`src/rtl/lpm_pkg.sv`:
```
// constants, codes and carrier types for the link primitive mailbox
// assumes a single 16-bit address/data port pair and a same-clock link engine
// Function
// - user error set on conflict, write-one clears
// - host sets command available; device clears
// - code 0 stops link, marks, halts dma
// - code 1 only when stopped: disconnected, flags
// - code 2 fetches init; code 4 needs init
// - code 3 transparent, left only by stop
// - codes 6 and 7 need disconnected phase
// - code 8 needs link; 9 needs reset indication
// - xid/test requests, responses after matching indication
// - code 14 not stopped; DM if disconnected
// - indication lost when available still set
// - indication available set per new code
// - indication parameter carries the cause
// - indication codes; 14 means disconnected phase
// - ui and xid frame enables, read/write
// - filter bypass only in transparent operation
// - 24-bit init pointer over two registers
// - watermark selects 1, 9, 17, 25 words
// - separate swap bits for control and data
// - burst field limits transfers per tenure
// - strobe polarity sets address strobe level
// - byte pin select redefines mask/hold pins
// - primitive interrupt on every exchange update; none is raised when an indication only sets lost
package lpm_pkg;
   // register select values held in the address port, bits 3:1
   localparam logic [2:0] SEL_PRIMITIVE = 3'h1;
   localparam logic [2:0] SEL_FRAME_OPT = 3'h2;
   localparam logic [2:0] SEL_INIT_LOW = 3'h3;
   localparam logic [2:0] SEL_BUS_CFG = 3'h4;
   localparam logic [3:0] ADDR_PORT_MASK = 4'he;
   // primitive_exchange field positions
   localparam int BIT_USER_COMMAND_ERROR = 15;
   localparam int BIT_UAV = 14;
   localparam int UCODE_LSB = 8;
   localparam int BIT_LOST = 7;
   localparam int BIT_IAV = 6;
   localparam int PARM_LSB = 4;
   // frame_options_init_addr_high field positions
   localparam int BIT_ALT = 11;
   localparam int BIT_BYPASS = 10;
   localparam int BIT_UIE = 9;
   localparam int BIT_XID_FRAME_ENABLE = 8;
   // bus_master_config field positions
   localparam int FWM_LSB = 8;
   localparam int BIT_CSWAP = 5;
   localparam int BURST_LSB = 3;
   localparam int BIT_DSWAP = 2;
   localparam int BIT_STROBE = 1;
   localparam int BIT_BYTEPIN = 0;
   // watermark: words = base + step * code
   localparam logic [5:0] WM_BASE = 6'h01;
   localparam logic [5:0] WM_STEP = 6'h08;
   // command and indication codes
   localparam logic [3:0] CMD_STOP = 4'h0;
   localparam logic [3:0] CMD_START = 4'h1;
   localparam logic [3:0] CMD_INIT = 4'h2;
   localparam logic [3:0] CMD_TRANS = 4'h3;
   localparam logic [3:0] CMD_STATUS = 4'h4;
   localparam logic [3:0] CMD_CONN_REQ = 4'h6;
   localparam logic [3:0] CMD_CONN_RSP = 4'h7;
   localparam logic [3:0] CMD_RST_REQ = 4'h8;
   localparam logic [3:0] CMD_RST_RSP = 4'h9;
   localparam logic [3:0] CMD_XID_REQ = 4'ha;
   localparam logic [3:0] CMD_XID_RSP = 4'hb;
   localparam logic [3:0] CMD_TEST_REQ = 4'hc;
   localparam logic [3:0] CMD_TEST_RSP = 4'hd;
   localparam logic [3:0] CMD_DISC_REQ = 4'he;
   localparam logic [3:0] IND_INIT_DONE = 4'h2;
   localparam logic [3:0] IND_ERROR = 4'h4;
   localparam logic [3:0] IND_CONN = 4'h6;
   localparam logic [3:0] IND_CONN_CNF = 4'h7;
   localparam logic [3:0] IND_RESET = 4'h8;
   localparam logic [3:0] IND_XID = 4'ha;
   localparam logic [3:0] IND_TEST = 4'hc;
   localparam logic [3:0] IND_DISC = 4'he;
   localparam int CMD_FIFO_DEPTH = 8;

   typedef enum logic [1:0] {
      PH_STOPPED = 2'b00,
      PH_DISC = 2'b01,
      PH_INFO = 2'b10,
      PH_TRANSP = 2'b11
   } phase_t;

   // command handed to the link engine; dm_final_clear asks for DM with F clear
   typedef struct packed {
      logic [3:0] code;
      logic dm_final_clear;
   } cmd_t;

   // indication posted by the link engine
   typedef struct packed {
      logic [3:0] code;
      logic [1:0] parm;
   } ind_t;
endpackage
```
`src/rtl/link_primitive_mailbox.sv`:
```
// command fifo and the host-facing primitive mailbox with link options
// assumes the link engine runs on sys_clk_i and the host uses the port pair
`timescale 1ns/1ps
`default_nettype none

module lpm_fifo #(
   parameter int WIDTH = 5,
   parameter int DEPTH = 8
) (
   input wire logic sys_clk_i,
   input wire logic rst_i,
   // fill side
   input wire logic in_valid_i,
   input wire logic [WIDTH-1:0] in_data_i,
   output logic in_ready_o,
   // drain side
   output logic out_valid_o,
   output logic [WIDTH-1:0] out_data_o,
   input wire logic out_ready_i
);
   localparam int AW = $clog2(DEPTH);
   logic [WIDTH-1:0] mem_ff [DEPTH];
   logic [AW-1:0] wr_ptr_ff, nxt_wr_ptr, rd_ptr_ff, nxt_rd_ptr;
   logic [AW:0] count_ff, nxt_count;
   logic push, pop;

   always_comb begin
      push = in_valid_i && in_ready_o;
      pop = out_valid_o && out_ready_i;
      nxt_wr_ptr = push ? AW'(wr_ptr_ff + 1'b1) : wr_ptr_ff;
      nxt_rd_ptr = pop ? AW'(rd_ptr_ff + 1'b1) : rd_ptr_ff;
      nxt_count = (AW+1)'(count_ff + (AW+1)'(push) - (AW+1)'(pop));
   end

   assign in_ready_o = count_ff != (AW+1)'(DEPTH);
   assign out_valid_o = count_ff != '0;
   assign out_data_o = mem_ff[rd_ptr_ff];

   always_ff @(posedge sys_clk_i) begin
      if (rst_i) begin
         wr_ptr_ff <= '0;
         rd_ptr_ff <= '0;
         count_ff <= '0;
      end else begin
         wr_ptr_ff <= nxt_wr_ptr;
         rd_ptr_ff <= nxt_rd_ptr;
         count_ff <= nxt_count;
      end
   end

   always_ff @(posedge sys_clk_i) begin
      if (push) begin
         mem_ff[wr_ptr_ff] <= in_data_i;
      end
   end
endmodule

module link_primitive_mailbox
   import lpm_pkg::*;
(
   // clock and reset
   input wire logic sys_clk_i,
   input wire logic rst_i,
   // host register port pair
   input wire logic reg_addr_port_i,
   input wire logic reg_wr_i,
   input wire logic reg_rd_i,
   input wire logic [15:0] reg_wdata_i,
   output logic [15:0] reg_rdata_o,
   // commands toward the link engine
   output logic cmd_valid_o,
   output cmd_t cmd_o,
   input wire logic cmd_ready_i,
   // indications from the link engine
   input wire logic ind_valid_i,
   input wire ind_t ind_i,
   // link state
   output logic stopped_o,
   output logic tx_mark_idle_o,
   output logic tx_flags_o,
   output logic dma_halt_o,
   output logic ring_reset_o,
   output logic transparent_o,
   output logic primitive_interrupt_flag_o,
   // frame recognition
   output logic ui_frame_enable_o,
   output logic xid_frame_enable_o,
   output logic filter_bypass_o,
   output logic alt_protocol_enable_o,
   output logic [23:0] init_block_pointer_o,
   // bus master configuration
   input wire logic [5:0] rx_fifo_words_i,
   input wire logic rx_eof_i,
   input wire logic [5:0] tx_fifo_room_i,
   output logic rx_dma_go_o,
   output logic tx_dma_go_o,
   output logic control_byte_swap_o,
   output logic data_byte_swap_o,
   output logic [1:0] burst_limit_o,
   output logic strobe_assert_high_o,
   output logic byte_pin_select_o
);
   // register state
   logic [2:0] sel_ff, nxt_sel;
   logic user_command_error_ff, nxt_user_command_error, uav_ff, nxt_uav, lost_ff, nxt_lost, iav_ff, nxt_iav;
   logic [3:0] ucode_ff, nxt_ucode;
   ind_t ind_ff, nxt_ind;
   logic [11:0] opt_ff, nxt_opt;
   logic [15:0] ptr_low_ff, nxt_ptr_low;
   logic [9:0] bus_ff, nxt_bus;
   logic [15:0] rdata_ff, nxt_rdata;
   // link state
   phase_t phase_ff, nxt_phase;
   logic init_seen_ff, nxt_init_seen, conn_seen_ff, nxt_conn_seen;
   logic rst_seen_ff, nxt_rst_seen, xid_seen_ff, nxt_xid_seen;
   logic test_seen_ff, nxt_test_seen, ring_reset_ff, nxt_ring_reset;
   logic primitive_interrupt_flag_ff, nxt_primitive_interrupt_flag;
   // command path
   logic fifo_in_ready, take_cmd, cmd_ok, data_wr, iav_clr;
   cmd_t fifo_in;
   logic [15:0] prim_word;
   logic [5:0] wm_words;

   always_comb begin
      prim_word = {user_command_error_ff, uav_ff, 2'b00, ucode_ff, lost_ff, iav_ff, ind_ff.parm, ind_ff.code};
      data_wr = reg_wr_i && !reg_addr_port_i;
      // a pending command waits while the fifo is full
      take_cmd = uav_ff && fifo_in_ready;
      case (ucode_ff)
         CMD_STOP: cmd_ok = 1'b1;
         CMD_START: cmd_ok = phase_ff == PH_STOPPED;
         CMD_INIT: cmd_ok = phase_ff == PH_STOPPED || phase_ff == PH_DISC;
         CMD_TRANS: cmd_ok = phase_ff == PH_DISC;
         CMD_STATUS: cmd_ok = init_seen_ff;
         CMD_CONN_REQ: cmd_ok = phase_ff == PH_DISC;
         CMD_CONN_RSP: cmd_ok = phase_ff == PH_DISC && conn_seen_ff;
         CMD_RST_REQ: cmd_ok = phase_ff == PH_INFO;
         CMD_RST_RSP: cmd_ok = phase_ff == PH_INFO && rst_seen_ff;
         CMD_XID_REQ, CMD_TEST_REQ: cmd_ok = phase_ff == PH_DISC || phase_ff == PH_INFO;
         CMD_XID_RSP: cmd_ok = phase_ff != PH_STOPPED && phase_ff != PH_TRANSP && xid_seen_ff;
         CMD_TEST_RSP: cmd_ok = phase_ff != PH_STOPPED && phase_ff != PH_TRANSP && test_seen_ff;
         CMD_DISC_REQ: cmd_ok = phase_ff == PH_DISC || phase_ff == PH_INFO;
         default: cmd_ok = 1'b0;
      endcase
      fifo_in.code = ucode_ff;
      fifo_in.dm_final_clear = ucode_ff == CMD_DISC_REQ && phase_ff == PH_DISC;
   end

   lpm_fifo #(
      .WIDTH($bits(cmd_t)),
      .DEPTH(CMD_FIFO_DEPTH)
   ) u_cmd_fifo (
      .sys_clk_i(sys_clk_i),
      .rst_i(rst_i),
      .in_valid_i(take_cmd && cmd_ok),
      .in_data_i(fifo_in),
      .in_ready_o(fifo_in_ready),
      .out_valid_o(cmd_valid_o),
      .out_data_o(cmd_o),
      .out_ready_i(cmd_ready_i)
   );

   // register file
   always_comb begin
      nxt_sel = sel_ff;
      nxt_ucode = ucode_ff;
      nxt_opt = opt_ff;
      nxt_ptr_low = ptr_low_ff;
      nxt_bus = bus_ff;
      nxt_ind = ind_ff;
      nxt_rdata = rdata_ff;
      iav_clr = data_wr && sel_ff == SEL_PRIMITIVE && reg_wdata_i[BIT_IAV];
      if (reg_wr_i && reg_addr_port_i) begin
         nxt_sel = reg_wdata_i[3:1];
      end
      if (data_wr) begin
         case (sel_ff)
            SEL_PRIMITIVE: nxt_ucode = reg_wdata_i[UCODE_LSB +: 4];
            SEL_FRAME_OPT: nxt_opt = reg_wdata_i[11:0];
            SEL_INIT_LOW: nxt_ptr_low = reg_wdata_i;
            SEL_BUS_CFG: nxt_bus = {reg_wdata_i[9:8], 2'b00, reg_wdata_i[5:0]};
            default: nxt_sel = nxt_sel;
         endcase
      end
      // user_command_error and iav: a hardware set in the same cycle beats the host clear
      nxt_user_command_error = (user_command_error_ff && !(data_wr && sel_ff == SEL_PRIMITIVE && reg_wdata_i[BIT_USER_COMMAND_ERROR]))
                 || (take_cmd && !cmd_ok);
      nxt_uav = (uav_ff && !take_cmd)
                || (data_wr && sel_ff == SEL_PRIMITIVE && reg_wdata_i[BIT_UAV]);
      nxt_iav = (iav_ff && !iav_clr) || ind_valid_i;
      // a new indication overwrites only a slot the host has released
      nxt_lost = ind_valid_i && iav_ff && !iav_clr ? 1'b1 : (lost_ff && nxt_iav);
      if (ind_valid_i && !(iav_ff && !iav_clr)) begin
         nxt_ind = ind_i;
      end
      nxt_primitive_interrupt_flag = take_cmd || (ind_valid_i && !(iav_ff && !iav_clr));
      if (reg_rd_i) begin
         if (reg_addr_port_i) begin
            nxt_rdata = {12'h000, sel_ff, 1'b0};
         end else begin
            case (sel_ff)
               SEL_PRIMITIVE: nxt_rdata = prim_word;
               SEL_FRAME_OPT: nxt_rdata = {4'h0, opt_ff};
               SEL_INIT_LOW: nxt_rdata = ptr_low_ff;
               SEL_BUS_CFG: nxt_rdata = {6'h00, bus_ff};
               default: nxt_rdata = 16'h0000;
            endcase
         end
      end
   end

   always_ff @(posedge sys_clk_i) begin
      if (rst_i) begin
         sel_ff <= 3'h0;
         user_command_error_ff <= 1'b0;
         uav_ff <= 1'b0;
         ucode_ff <= 4'h0;
         lost_ff <= 1'b0;
         iav_ff <= 1'b0;
         ind_ff <= '0;
         opt_ff <= 12'h000;
         ptr_low_ff <= 16'h0000;
         bus_ff <= 10'h000;
         rdata_ff <= 16'h0000;
         primitive_interrupt_flag_ff <= 1'b0;
      end else begin
         sel_ff <= nxt_sel;
         user_command_error_ff <= nxt_user_command_error;
         uav_ff <= nxt_uav;
         ucode_ff <= nxt_ucode;
         lost_ff <= nxt_lost;
         iav_ff <= nxt_iav;
         ind_ff <= nxt_ind;
         opt_ff <= nxt_opt;
         ptr_low_ff <= nxt_ptr_low;
         bus_ff <= nxt_bus;
         rdata_ff <= nxt_rdata;
         primitive_interrupt_flag_ff <= nxt_primitive_interrupt_flag;
      end
   end

   // link phase tracking
   always_comb begin
      nxt_phase = phase_ff;
      nxt_init_seen = init_seen_ff;
      nxt_conn_seen = conn_seen_ff;
      nxt_rst_seen = rst_seen_ff;
      nxt_xid_seen = xid_seen_ff;
      nxt_test_seen = test_seen_ff;
      nxt_ring_reset = 1'b0;
      if (ind_valid_i && phase_ff != PH_STOPPED && phase_ff != PH_TRANSP) begin
         case (ind_i.code)
            IND_CONN: nxt_conn_seen = 1'b1;
            IND_CONN_CNF: nxt_phase = PH_INFO;
            IND_RESET: nxt_rst_seen = 1'b1;
            IND_XID: nxt_xid_seen = 1'b1;
            IND_TEST: nxt_test_seen = 1'b1;
            IND_DISC: begin
               nxt_phase = PH_DISC;
               nxt_conn_seen = 1'b0;
               nxt_rst_seen = 1'b0;
            end
            default: nxt_phase = nxt_phase;
         endcase
      end
      // a rejected command touches none of this state
      if (take_cmd && cmd_ok) begin
         case (ucode_ff)
            CMD_STOP: begin
               nxt_phase = PH_STOPPED;
               nxt_conn_seen = 1'b0;
               nxt_rst_seen = 1'b0;
               nxt_xid_seen = 1'b0;
               nxt_test_seen = 1'b0;
            end
            CMD_START: begin
               nxt_phase = PH_DISC;
               nxt_ring_reset = 1'b1;
            end
            CMD_INIT: nxt_init_seen = 1'b1;
            CMD_TRANS: nxt_phase = PH_TRANSP;
            CMD_CONN_RSP: begin
               nxt_phase = PH_INFO;
               nxt_conn_seen = 1'b0;
            end
            CMD_RST_RSP: nxt_rst_seen = 1'b0;
            CMD_XID_RSP: nxt_xid_seen = 1'b0;
            CMD_TEST_RSP: nxt_test_seen = 1'b0;
            default: nxt_phase = nxt_phase;
         endcase
      end
   end

   always_ff @(posedge sys_clk_i) begin
      if (rst_i) begin
         phase_ff <= PH_STOPPED;
         init_seen_ff <= 1'b0;
         conn_seen_ff <= 1'b0;
         rst_seen_ff <= 1'b0;
         xid_seen_ff <= 1'b0;
         test_seen_ff <= 1'b0;
         ring_reset_ff <= 1'b0;
      end else begin
         phase_ff <= nxt_phase;
         init_seen_ff <= nxt_init_seen;
         conn_seen_ff <= nxt_conn_seen;
         rst_seen_ff <= nxt_rst_seen;
         xid_seen_ff <= nxt_xid_seen;
         test_seen_ff <= nxt_test_seen;
         ring_reset_ff <= nxt_ring_reset;
      end
   end

   // outputs
   assign reg_rdata_o = rdata_ff;
   assign stopped_o = phase_ff == PH_STOPPED;
   assign tx_mark_idle_o = phase_ff == PH_STOPPED;
   assign dma_halt_o = phase_ff == PH_STOPPED;
   assign tx_flags_o = phase_ff != PH_STOPPED;
   assign ring_reset_o = ring_reset_ff;
   assign transparent_o = phase_ff == PH_TRANSP;
   assign primitive_interrupt_flag_o = primitive_interrupt_flag_ff;
   assign ui_frame_enable_o = opt_ff[BIT_UIE];
   assign xid_frame_enable_o = opt_ff[BIT_XID_FRAME_ENABLE];
   assign filter_bypass_o = opt_ff[BIT_BYPASS] && phase_ff == PH_TRANSP;
   assign alt_protocol_enable_o = opt_ff[BIT_ALT];
   assign init_block_pointer_o = {opt_ff[7:0], ptr_low_ff};
   assign wm_words = 6'(WM_BASE + WM_STEP * {4'h0, bus_ff[FWM_LSB +: 2]});
   assign rx_dma_go_o = !dma_halt_o && (rx_fifo_words_i >= wm_words || rx_eof_i);
   assign tx_dma_go_o = !dma_halt_o && tx_fifo_room_i >= wm_words;
   assign control_byte_swap_o = bus_ff[BIT_CSWAP];
   assign data_byte_swap_o = bus_ff[BIT_DSWAP];
   assign burst_limit_o = bus_ff[BURST_LSB +: 2];
   assign strobe_assert_high_o = !bus_ff[BIT_STROBE];
   assign byte_pin_select_o = bus_ff[BIT_BYTEPIN];

   // checks
   AST_USER_COMMAND_ERROR_ON_REJECT: assert property (@(posedge sys_clk_i) disable iff (rst_i)
      take_cmd && !cmd_ok |=> user_command_error_ff && !uav_ff) else $error("reject without error");
   AST_UAV_CLEARS: assert property (@(posedge sys_clk_i) disable iff (rst_i)
      take_cmd && !data_wr |=> !uav_ff) else $error("available not cleared");
   AST_STOP_ENTERS: assert property (@(posedge sys_clk_i) disable iff (rst_i)
      take_cmd && ucode_ff == CMD_STOP |=> stopped_o && tx_mark_idle_o && !rx_dma_go_o)
      else $error("stop not entered");
   AST_START_ONLY_STOPPED: assert property (@(posedge sys_clk_i) disable iff (rst_i)
      take_cmd && ucode_ff == CMD_START && !stopped_o |=> user_command_error_ff)
      else $error("start accepted outside stop");
   AST_START_RING_RESET: assert property (@(posedge sys_clk_i) disable iff (rst_i)
      take_cmd && ucode_ff == CMD_START && stopped_o |=> ring_reset_o ##1 !ring_reset_o)
      else $error("ring reset not one pulse");
   AST_TRANSP_HOLDS: assert property (@(posedge sys_clk_i) disable iff (rst_i)
      transparent_o && !(take_cmd && ucode_ff == CMD_STOP) |=> transparent_o)
      else $error("transparent left without stop");
   AST_LOST_SET: assert property (@(posedge sys_clk_i) disable iff (rst_i)
      ind_valid_i && iav_ff && !iav_clr |=> lost_ff && $stable(ind_ff))
      else $error("lost flag missing");
   AST_IAV_SET: assert property (@(posedge sys_clk_i) disable iff (rst_i)
      ind_valid_i |=> iav_ff) else $error("available not set");
   AST_LOST_FOLLOWS: assert property (@(posedge sys_clk_i) disable iff (rst_i)
      lost_ff |-> iav_ff) else $error("lost without available");
   AST_DISC_PHASE: assert property (@(posedge sys_clk_i) disable iff (rst_i)
      ind_valid_i && ind_i.code == IND_DISC && phase_ff == PH_INFO && !take_cmd
      |=> phase_ff == PH_DISC) else $error("disconnect not taken");
   AST_PRIMITIVE_INTERRUPT_FLAG: assert property (@(posedge sys_clk_i) disable iff (rst_i)
      take_cmd |=> primitive_interrupt_flag_o) else $error("no primitive interrupt");
   AST_WM: assert property (@(posedge sys_clk_i) disable iff (rst_i)
      bus_ff[FWM_LSB +: 2] == 2'b11 |-> wm_words == 6'd25) else $error("watermark wrong");
endmodule

`default_nettype wire

```
`config.mk`:
```
export PLATFORM = sky130hd
export DESIGN_NAME = link_primitive_mailbox
export DESIGN_NICKNAME = d
export VERILOG_FILES = /design/src/rtl/lpm_pkg.sv /design/src/rtl/link_primitive_mailbox.sv
export SDC_FILE = /design/constraint.sdc
export NUM_CORES = 1
export LEC_CHECK = 0
export BUFFER_PORTS_ARGS = -buffer_cell sky130_fd_sc_hd__buf_2
export CAP_MARGIN = 20
export CORE_ASPECT_RATIO = 0.8
export CORE_MARGIN = 2
export CORE_UTILIZATION = 35
export CTS_CLUSTER_SIZE = 16
export DETAILED_ROUTE_END_ITERATION = 10
export SETUP_SLACK_MARGIN = 0.05
export SLEW_MARGIN = 30
export SYNTH_ARGS = -nofsm -noshare
export SYNTH_HDL_FRONTEND = slang
export SYNTH_HIERARCHICAL = 1
export SYNTH_SLANG_ARGS = --single-unit
```
`constraint.sdc`:
```
create_clock -name sys_clk_i -period 4.14 [get_ports sys_clk_i]
set_input_delay 0.621 -clock sys_clk_i [delete_from_list [all_inputs] [get_ports sys_clk_i]]
set_output_delay 0.621 -clock sys_clk_i [all_outputs]
set_load 0.02 [all_outputs]
```
# == Word-level counts from Yosys, hierarchy flattened ==
# Memories as Yosys holds them, arrays and structs flattened. A register that Yosys moved wholly into a read port is not among the register bits.
# Index checks and enable logic that the tools add are counted.
# totals
ff_bits,88
ram_bits,40
in_bits,42
out_inout_bits,65
wordCells,149
mem_count,1
# op_classes
add_sub_neg,5
order_cmp,2
eq_ne,28
n_mux,29
bitwise_logic,1
n_reduce_logical,60
# memory_table
memory,depth,width,read_ports,rd_ports_with_merged_regs,write_ports,line_no,source
u_cmd_fifo.mem_ff,8,5,1,1,1,link_primitive_mailbox.sv:22,logic [WIDTH-1:0] mem_ff [DEPTH];
# ops
cell,n
16-bit one-hot mux with 4 select lines,1
4-bit == test (second input constant),11
1-bit logical AND,29
4-bit by 3-bit == test with 1-bit output (second input constant),5
1-bit 2-to-1 mux,18
16-bit 2-to-1 mux,1
6-bit >= comparator,2
2-bit OR reduction,6
1-bit one-hot mux with 11 select lines,1
2-bit AND reduction,5
4-bit by 2-bit == test with 1-bit output (second input constant),2
1-bit logical NOT,8
2-bit one-hot mux with 4 select lines,1
1-bit logical OR,7
1-bit by 5-bit adder with 6-bit output (first input constant),1
3-bit by 1-bit adder with 3-bit output (second input constant),2
3-bit by 2-bit == test with 1-bit output (second input constant),2
3-bit 2-to-1 mux,2
4-bit by 1-bit adder with 4-bit output,1
2-bit == test (second input constant),2
4-bit by 1-bit == test with 1-bit output (second input constant),1
4-bit logical NOT,1
2-bit 2-to-1 mux,2
4-bit != test (second input constant),1
other kinds (12),13

# == Longest topological paths before layout ==
# depth
word_depth,9
ltp_mapped,12
depth_no_buf,12

# == Modules after synthesis ==
# Netlist, hierarchy kept.
# modules_own_cells
mod,n_inst,cells_per_inst,area_each_um2,seq_area_each_um2
link_primitive_mailbox,1,452,3789.9,1561.5
lpm_fifo,1,137,2218.4,1461.4

# == Worst setup path before layout ==
# OpenSTA, ideal clock, no wires.
# synth_timing
kind,reg2reg
from,reg phase_ff[1]
to,reg u_cmd_fifo.count_ff[2]
setup_ns,0.128
arrival_ns,2.931
t_required_ns,4.012
setup_slack_ns,1.081
stages_incl_launch_ff,13
path_buffers,0
synth_period_minus_slack_ns,3.059
cell_sequence,dfxtp_1 > inv_1 > ha_1 > nand2b_4 > o31ai_4 > a32oi_2 > a21oi_1 > nand2_1 > xnor2_1 > ha_1 > fa_1 > xnor2_1 > nor2_1
# synth_between
word_cells_on_any_way,17
classes_between,add/sub: 2; eq/ne: 3; mux: 1; reduce/logical: 11
# synth_rtl
element,line_no,source
from (decl),link_primitive_mailbox.sv:113,"phase_t phase_ff, nxt_phase;"
from (signal assigned),link_primitive_mailbox.sv:304,phase_ff <= nxt_phase;
2-bit logical NOT (*),n/a,
named net dma_halt_o,link_primitive_mailbox.sv:81,"output logic dma_halt_o,"
1-bit logical OR,link_primitive_mailbox.sv:132,CMD_INIT: cmd_ok = phase_ff == PH_STOPPED || phase_ff == PH_DISC;
1-bit one-hot mux with 11 select lines (*),link_primitive_mailbox.sv:129,case (ucode_ff)
1-bit logical AND (*),link_primitive_mailbox.sv:155,".in_valid_i(take_cmd && cmd_ok),"
1-bit logical AND (*),link_primitive_mailbox.sv:28,push = in_valid_i && in_ready_o;
4-bit by 1-bit adder with 4-bit output (*),link_primitive_mailbox.sv:32,nxt_count = (AW+1)'(count_ff + (AW+1)'(push) - (AW+1)'(pop));
4-bit by 1-bit subtractor with 4-bit output (*),link_primitive_mailbox.sv:32,
to (signal assigned),link_primitive_mailbox.sv:47,count_ff <= nxt_count;
to (decl),link_primitive_mailbox.sv:24,"logic [AW:0] count_ff, nxt_count;"
# Mark *: on every way through the listed nets, which the timed path passes. The rest lies on a longest branch.
# A chain may end at the register's enable or synchronous reset.

# == Worst setup path after layout ==
# layout_timing
from,reg ucode_ff[0]
to,reg u_cmd_fifo.count_ff[2]
# layout_between
elab_chain_cells,7
word_cells_on_any_way,21
classes_between,add/sub: 2; eq/ne: 13; mux: 1; reduce/logical: 5
# layout_rtl
element,line_no,source
from (decl),link_primitive_mailbox.sv:106,"logic [3:0] ucode_ff, nxt_ucode;"
from (signal assigned),link_primitive_mailbox.sv:230,ucode_ff <= nxt_ucode;
4-bit == test (tied with other cells),link_primitive_mailbox.sv:129,
3-bit OR reduction (no line) or 2-bit OR reduction (tied branches),n/a,
1-bit one-hot mux with 11 select lines (*),link_primitive_mailbox.sv:129,
1-bit logical AND (*),link_primitive_mailbox.sv:155,
1-bit logical AND (*),link_primitive_mailbox.sv:28,
4-bit by 1-bit adder with 4-bit output (*),link_primitive_mailbox.sv:32,
4-bit by 1-bit subtractor with 4-bit output (*),link_primitive_mailbox.sv:32,
# Every way passes the cells marked *; elsewhere a longest branch is shown, timed or not.

==> run_results.csv <==
group,metric,value,unit
layout,postLayoutCoreUtil,43.8,%
clock_tree,numCtsBuffers,17,
yosys,ys_seq_area_share,50.3,%
layout,n_fill_cell,1588,
critical_path,endpoint_kind,"register",
sta,worstMarginPinSlew,0.930,ns
yosys,synth-seq-cells,131,
global_routing,top_usage_layer,"met2",
clock_tree,numClockSinks,131,
clock_tree,clk_latency,0.42,ns
critical_path,cp.required,4.43,ns
yosys,ys.flop_type,"dfxtp_1",
layout,fin_cells,911,
yosys,synth_fp_nets,647,
floorplan,die_x,150,µm
layout,areaGrowthSynthToFinish,21.3,%
sta,fin_worst_skew,0.00687,ns
yosys,synthAdderAreaFrac,3.46,%
sta,slew_headroom,37.5,%
sta,period_share,73.4,%
global_routing,grt_max_degree,69,
yosys,synth_top_family_by_area,"simple AND/OR/NAND/NOR gates",
floorplan,dieArea,18200,µm²
global_routing,grt_antenna_before_repair,1,
global_routing,grt_use_total,17.8,%
clock_tree,cts_hold_buf,0,
yosys,synth_warnings,6,
routing,dr.pass1.iters,5,
global_routing,grt-ovfl-total,0,
clock_tree,root_buffer,"clkbuf_16",
floorplan,core_area,16700,µm²
yosys,muxShareOfSynthArea,12.5,%
layout,area.sequential,3020,µm²
sta,setup_violations,0,
routing,final_antenna_net_count,0,
status,status,"finished clean",
sta,fin_crit,3.04,ns
layout,drive_above_1_share,27.7,%
yosys,yosys.area_share.simple,16.7,%
power,ir_worst_vdd,0.330,mV
yosys,synth-xor-area-share,0.437,%
sta,hold_viol,0,
place,pre_cts_ws,1.05,ns
floorplan,start_util,36.1,%
power,p_total,3.42,mW
yosys,async_flop_share,0,%
yosys,synth-edff-count,40,
clock_tree,clk_pin_slew,0.06,ns
layout,final_nets,735,
yosys,yosysMostFrequentCell,"dfxtp_1",
yosys,synth.top_cell.area_share,30.3,%
clock_tree,post_cts_buffers,0,
global_routing,grt_pass1_vias,4638,
critical_path,start_kind,"register",
place,place_congestion,0.814,
clock_tree,cts_tree,"done",
worst_hold_path,hp-class,"input port to register",
yosys,synth.cell_area,6010,µm²
sta,grt_setup_unrepaired,"false",
yosys,synth_cells,589,
routing,viasPerCell,5.20,
global_routing,grt_pass1_wl,24.6,mm
global_routing,use_met1,24.0,%
global_routing,grt_use_met2,27.4,%
yosys,yosys.area.top_type,"dfxtp_1",
critical_path,crit_arrival,3.33,ns
power,p_leak,2.90,nW
routing,wl_per_cell,17.2,µm
layout,multi_input_area,2690,µm²
global_routing,use_met3,5.30,%
critical_path,crit_path_max_fanout,24,
routing,dr.first_iter.drc_count,345,
clock_tree,ctsResizeCount,0,
yosys,syn_avg_cell_area,10.2,µm²
place,dp_cells,878,
yosys,synthTopCellsByCount,"91 x dfxtp_1, 65 x nand2_1, 63 x nor2_1, 48 x a21oi_1, 40 x edfxtp_1",
routing,num_vias,4737,
routing,drcViolationCount,0,
place,hpwl,10.9,mm
critical_path,reg2reg_slack,1.10,ns
sta,layout_setup_ws,1.10,ns
yosys,synth_cell_types,59,
yosys,synth_compound_area_share,11.6,%
sta,fmax,329,MHz
floorplan,io_pins,107,
sta,setup_tns,0,ns
critical_path,worstSetupPathType,"register to register",
floorplan,core.rowCount,42,
sta,slew_viol_final,0,
floorplan,dieHeight,121,µm
clock_tree,clock_path_buffers,2,
clock_tree,h-tree-depth,4,
yosys,yosys-top-cells-area,"dfxtp_1 30%, edfxtp_1 20%, mux2i_1 5.2%",
routing,routed_wl,15.7,mm
power,p_per_area,470,nW/µm²
job,drv_cap,0,
place,io_buffer_count,106,
[cell usage in the layout, fill, tap and decap left out, drive strengths merged, types with 3 or more instances in the layout]
cell type  Yosys  layout
edfxtp        40      40
a311oi         3       3
nand2         65      65
a31oi          3       3
buf           21     115
bufinv         0       4
and2           3       3
nor2b         11      11
a22oi         17      17
nand3         17      17
or3            6       6
nor2          63      63
a21oi         48      48
xnor2          3       3
nor3           9       9
inv           18      21
ha            15      15
clkinv         1       5
nand2b        11      11
mux2i         31      31
mux2          19      19
nand4          5       5
clkbuf        25      20
o21ai         18      18
nor3b          5       5
mux4          10      10
dfxtp         91      91
[state kept, by name, indices dropped and copies added, names as in the netlist, 4 cells and up, named ones only]
register,count
reg_rdata_o,16
ptr_low_ff,16
ind_ff,6
u_cmd_fifo/count_ff,4
u_cmd_fifo/mem_ff,40
bus_ff,8
ucode_ff,4
opt_ff,12
[worst max-delay path, cell delays in order (launching register included)]
cell      delay (ns)
dfxtp_1         0.84
nand2b_1        0.33
o31ai_4         0.08
a32oi_2         0.29
a21oi_1         0.14
nand2_1         0.21
xnor2_1         0.11
ha_1            0.25
fa_1            0.44
xnor2_1         0.16
nor2_1          0.05
[cells by family (layout without fill, tap and decap cells)]
| group | Yosys count | in the layout |
|---|---|---|
| mux | 60 | 60 |
| other cells | 0 | 1 |
| compound gates | 108 | 108 |
| buf+inv | 65 | 166 |
| xor+xnor | 3 | 3 |
| flops | 131 | 131 |
| simple gates | 206 | 206 |
| fa+ha+maj | 16 | 16 |
[per-stage QoR]
step	hold slack, ns	instance area, µm²
after CTS	0.433	7280
after global routing	0.449	7290
after global placement	0.450	6650
after floorplan	0.431	6010
final	0.444	7290
after detailed placement	0.450	6650
[where the power goes]
| part | internal [mW] | switching [mW] |
|---|---|---|
| clock | 1.03 | 0.567 |
| sequential | 1.36 | 0.0527 |
| combinational | 0.195 | 0.223 |
[cell type report]
type                       count  share of cell area (%)
sequential                   131                    41.5
multi-input combinational    393                    36.9
timing repair buffer         115                    8.21
clock buffer                  20                    6.13
tap                          220                    3.78
clock inverter                12                    2.45
inverter                      19                   0.979
antenna                        1                  0.0343
[metal layers]
metal  up-vias  wire [µm]
li1       2265          -
met3        18        954
met4         0        184
met1      2297       7270
met2       157       7270
met5         -          0
[worst paths after layout]
kind / depth (start not counted) / to / start
worst max-delay path: 10 / u_cmd_fifo/count_ff[2] / ucode_ff[0]
worst min-delay path: 3 / ind_ff[0] / ind_i[0]
worst max register to register: 10 / u_cmd_fifo/count_ff[2] / ucode_ff[0]
worst min register to register: 2 / user_command_error_ff / user_command_error_ff
(Power assumes the default switching activity.)
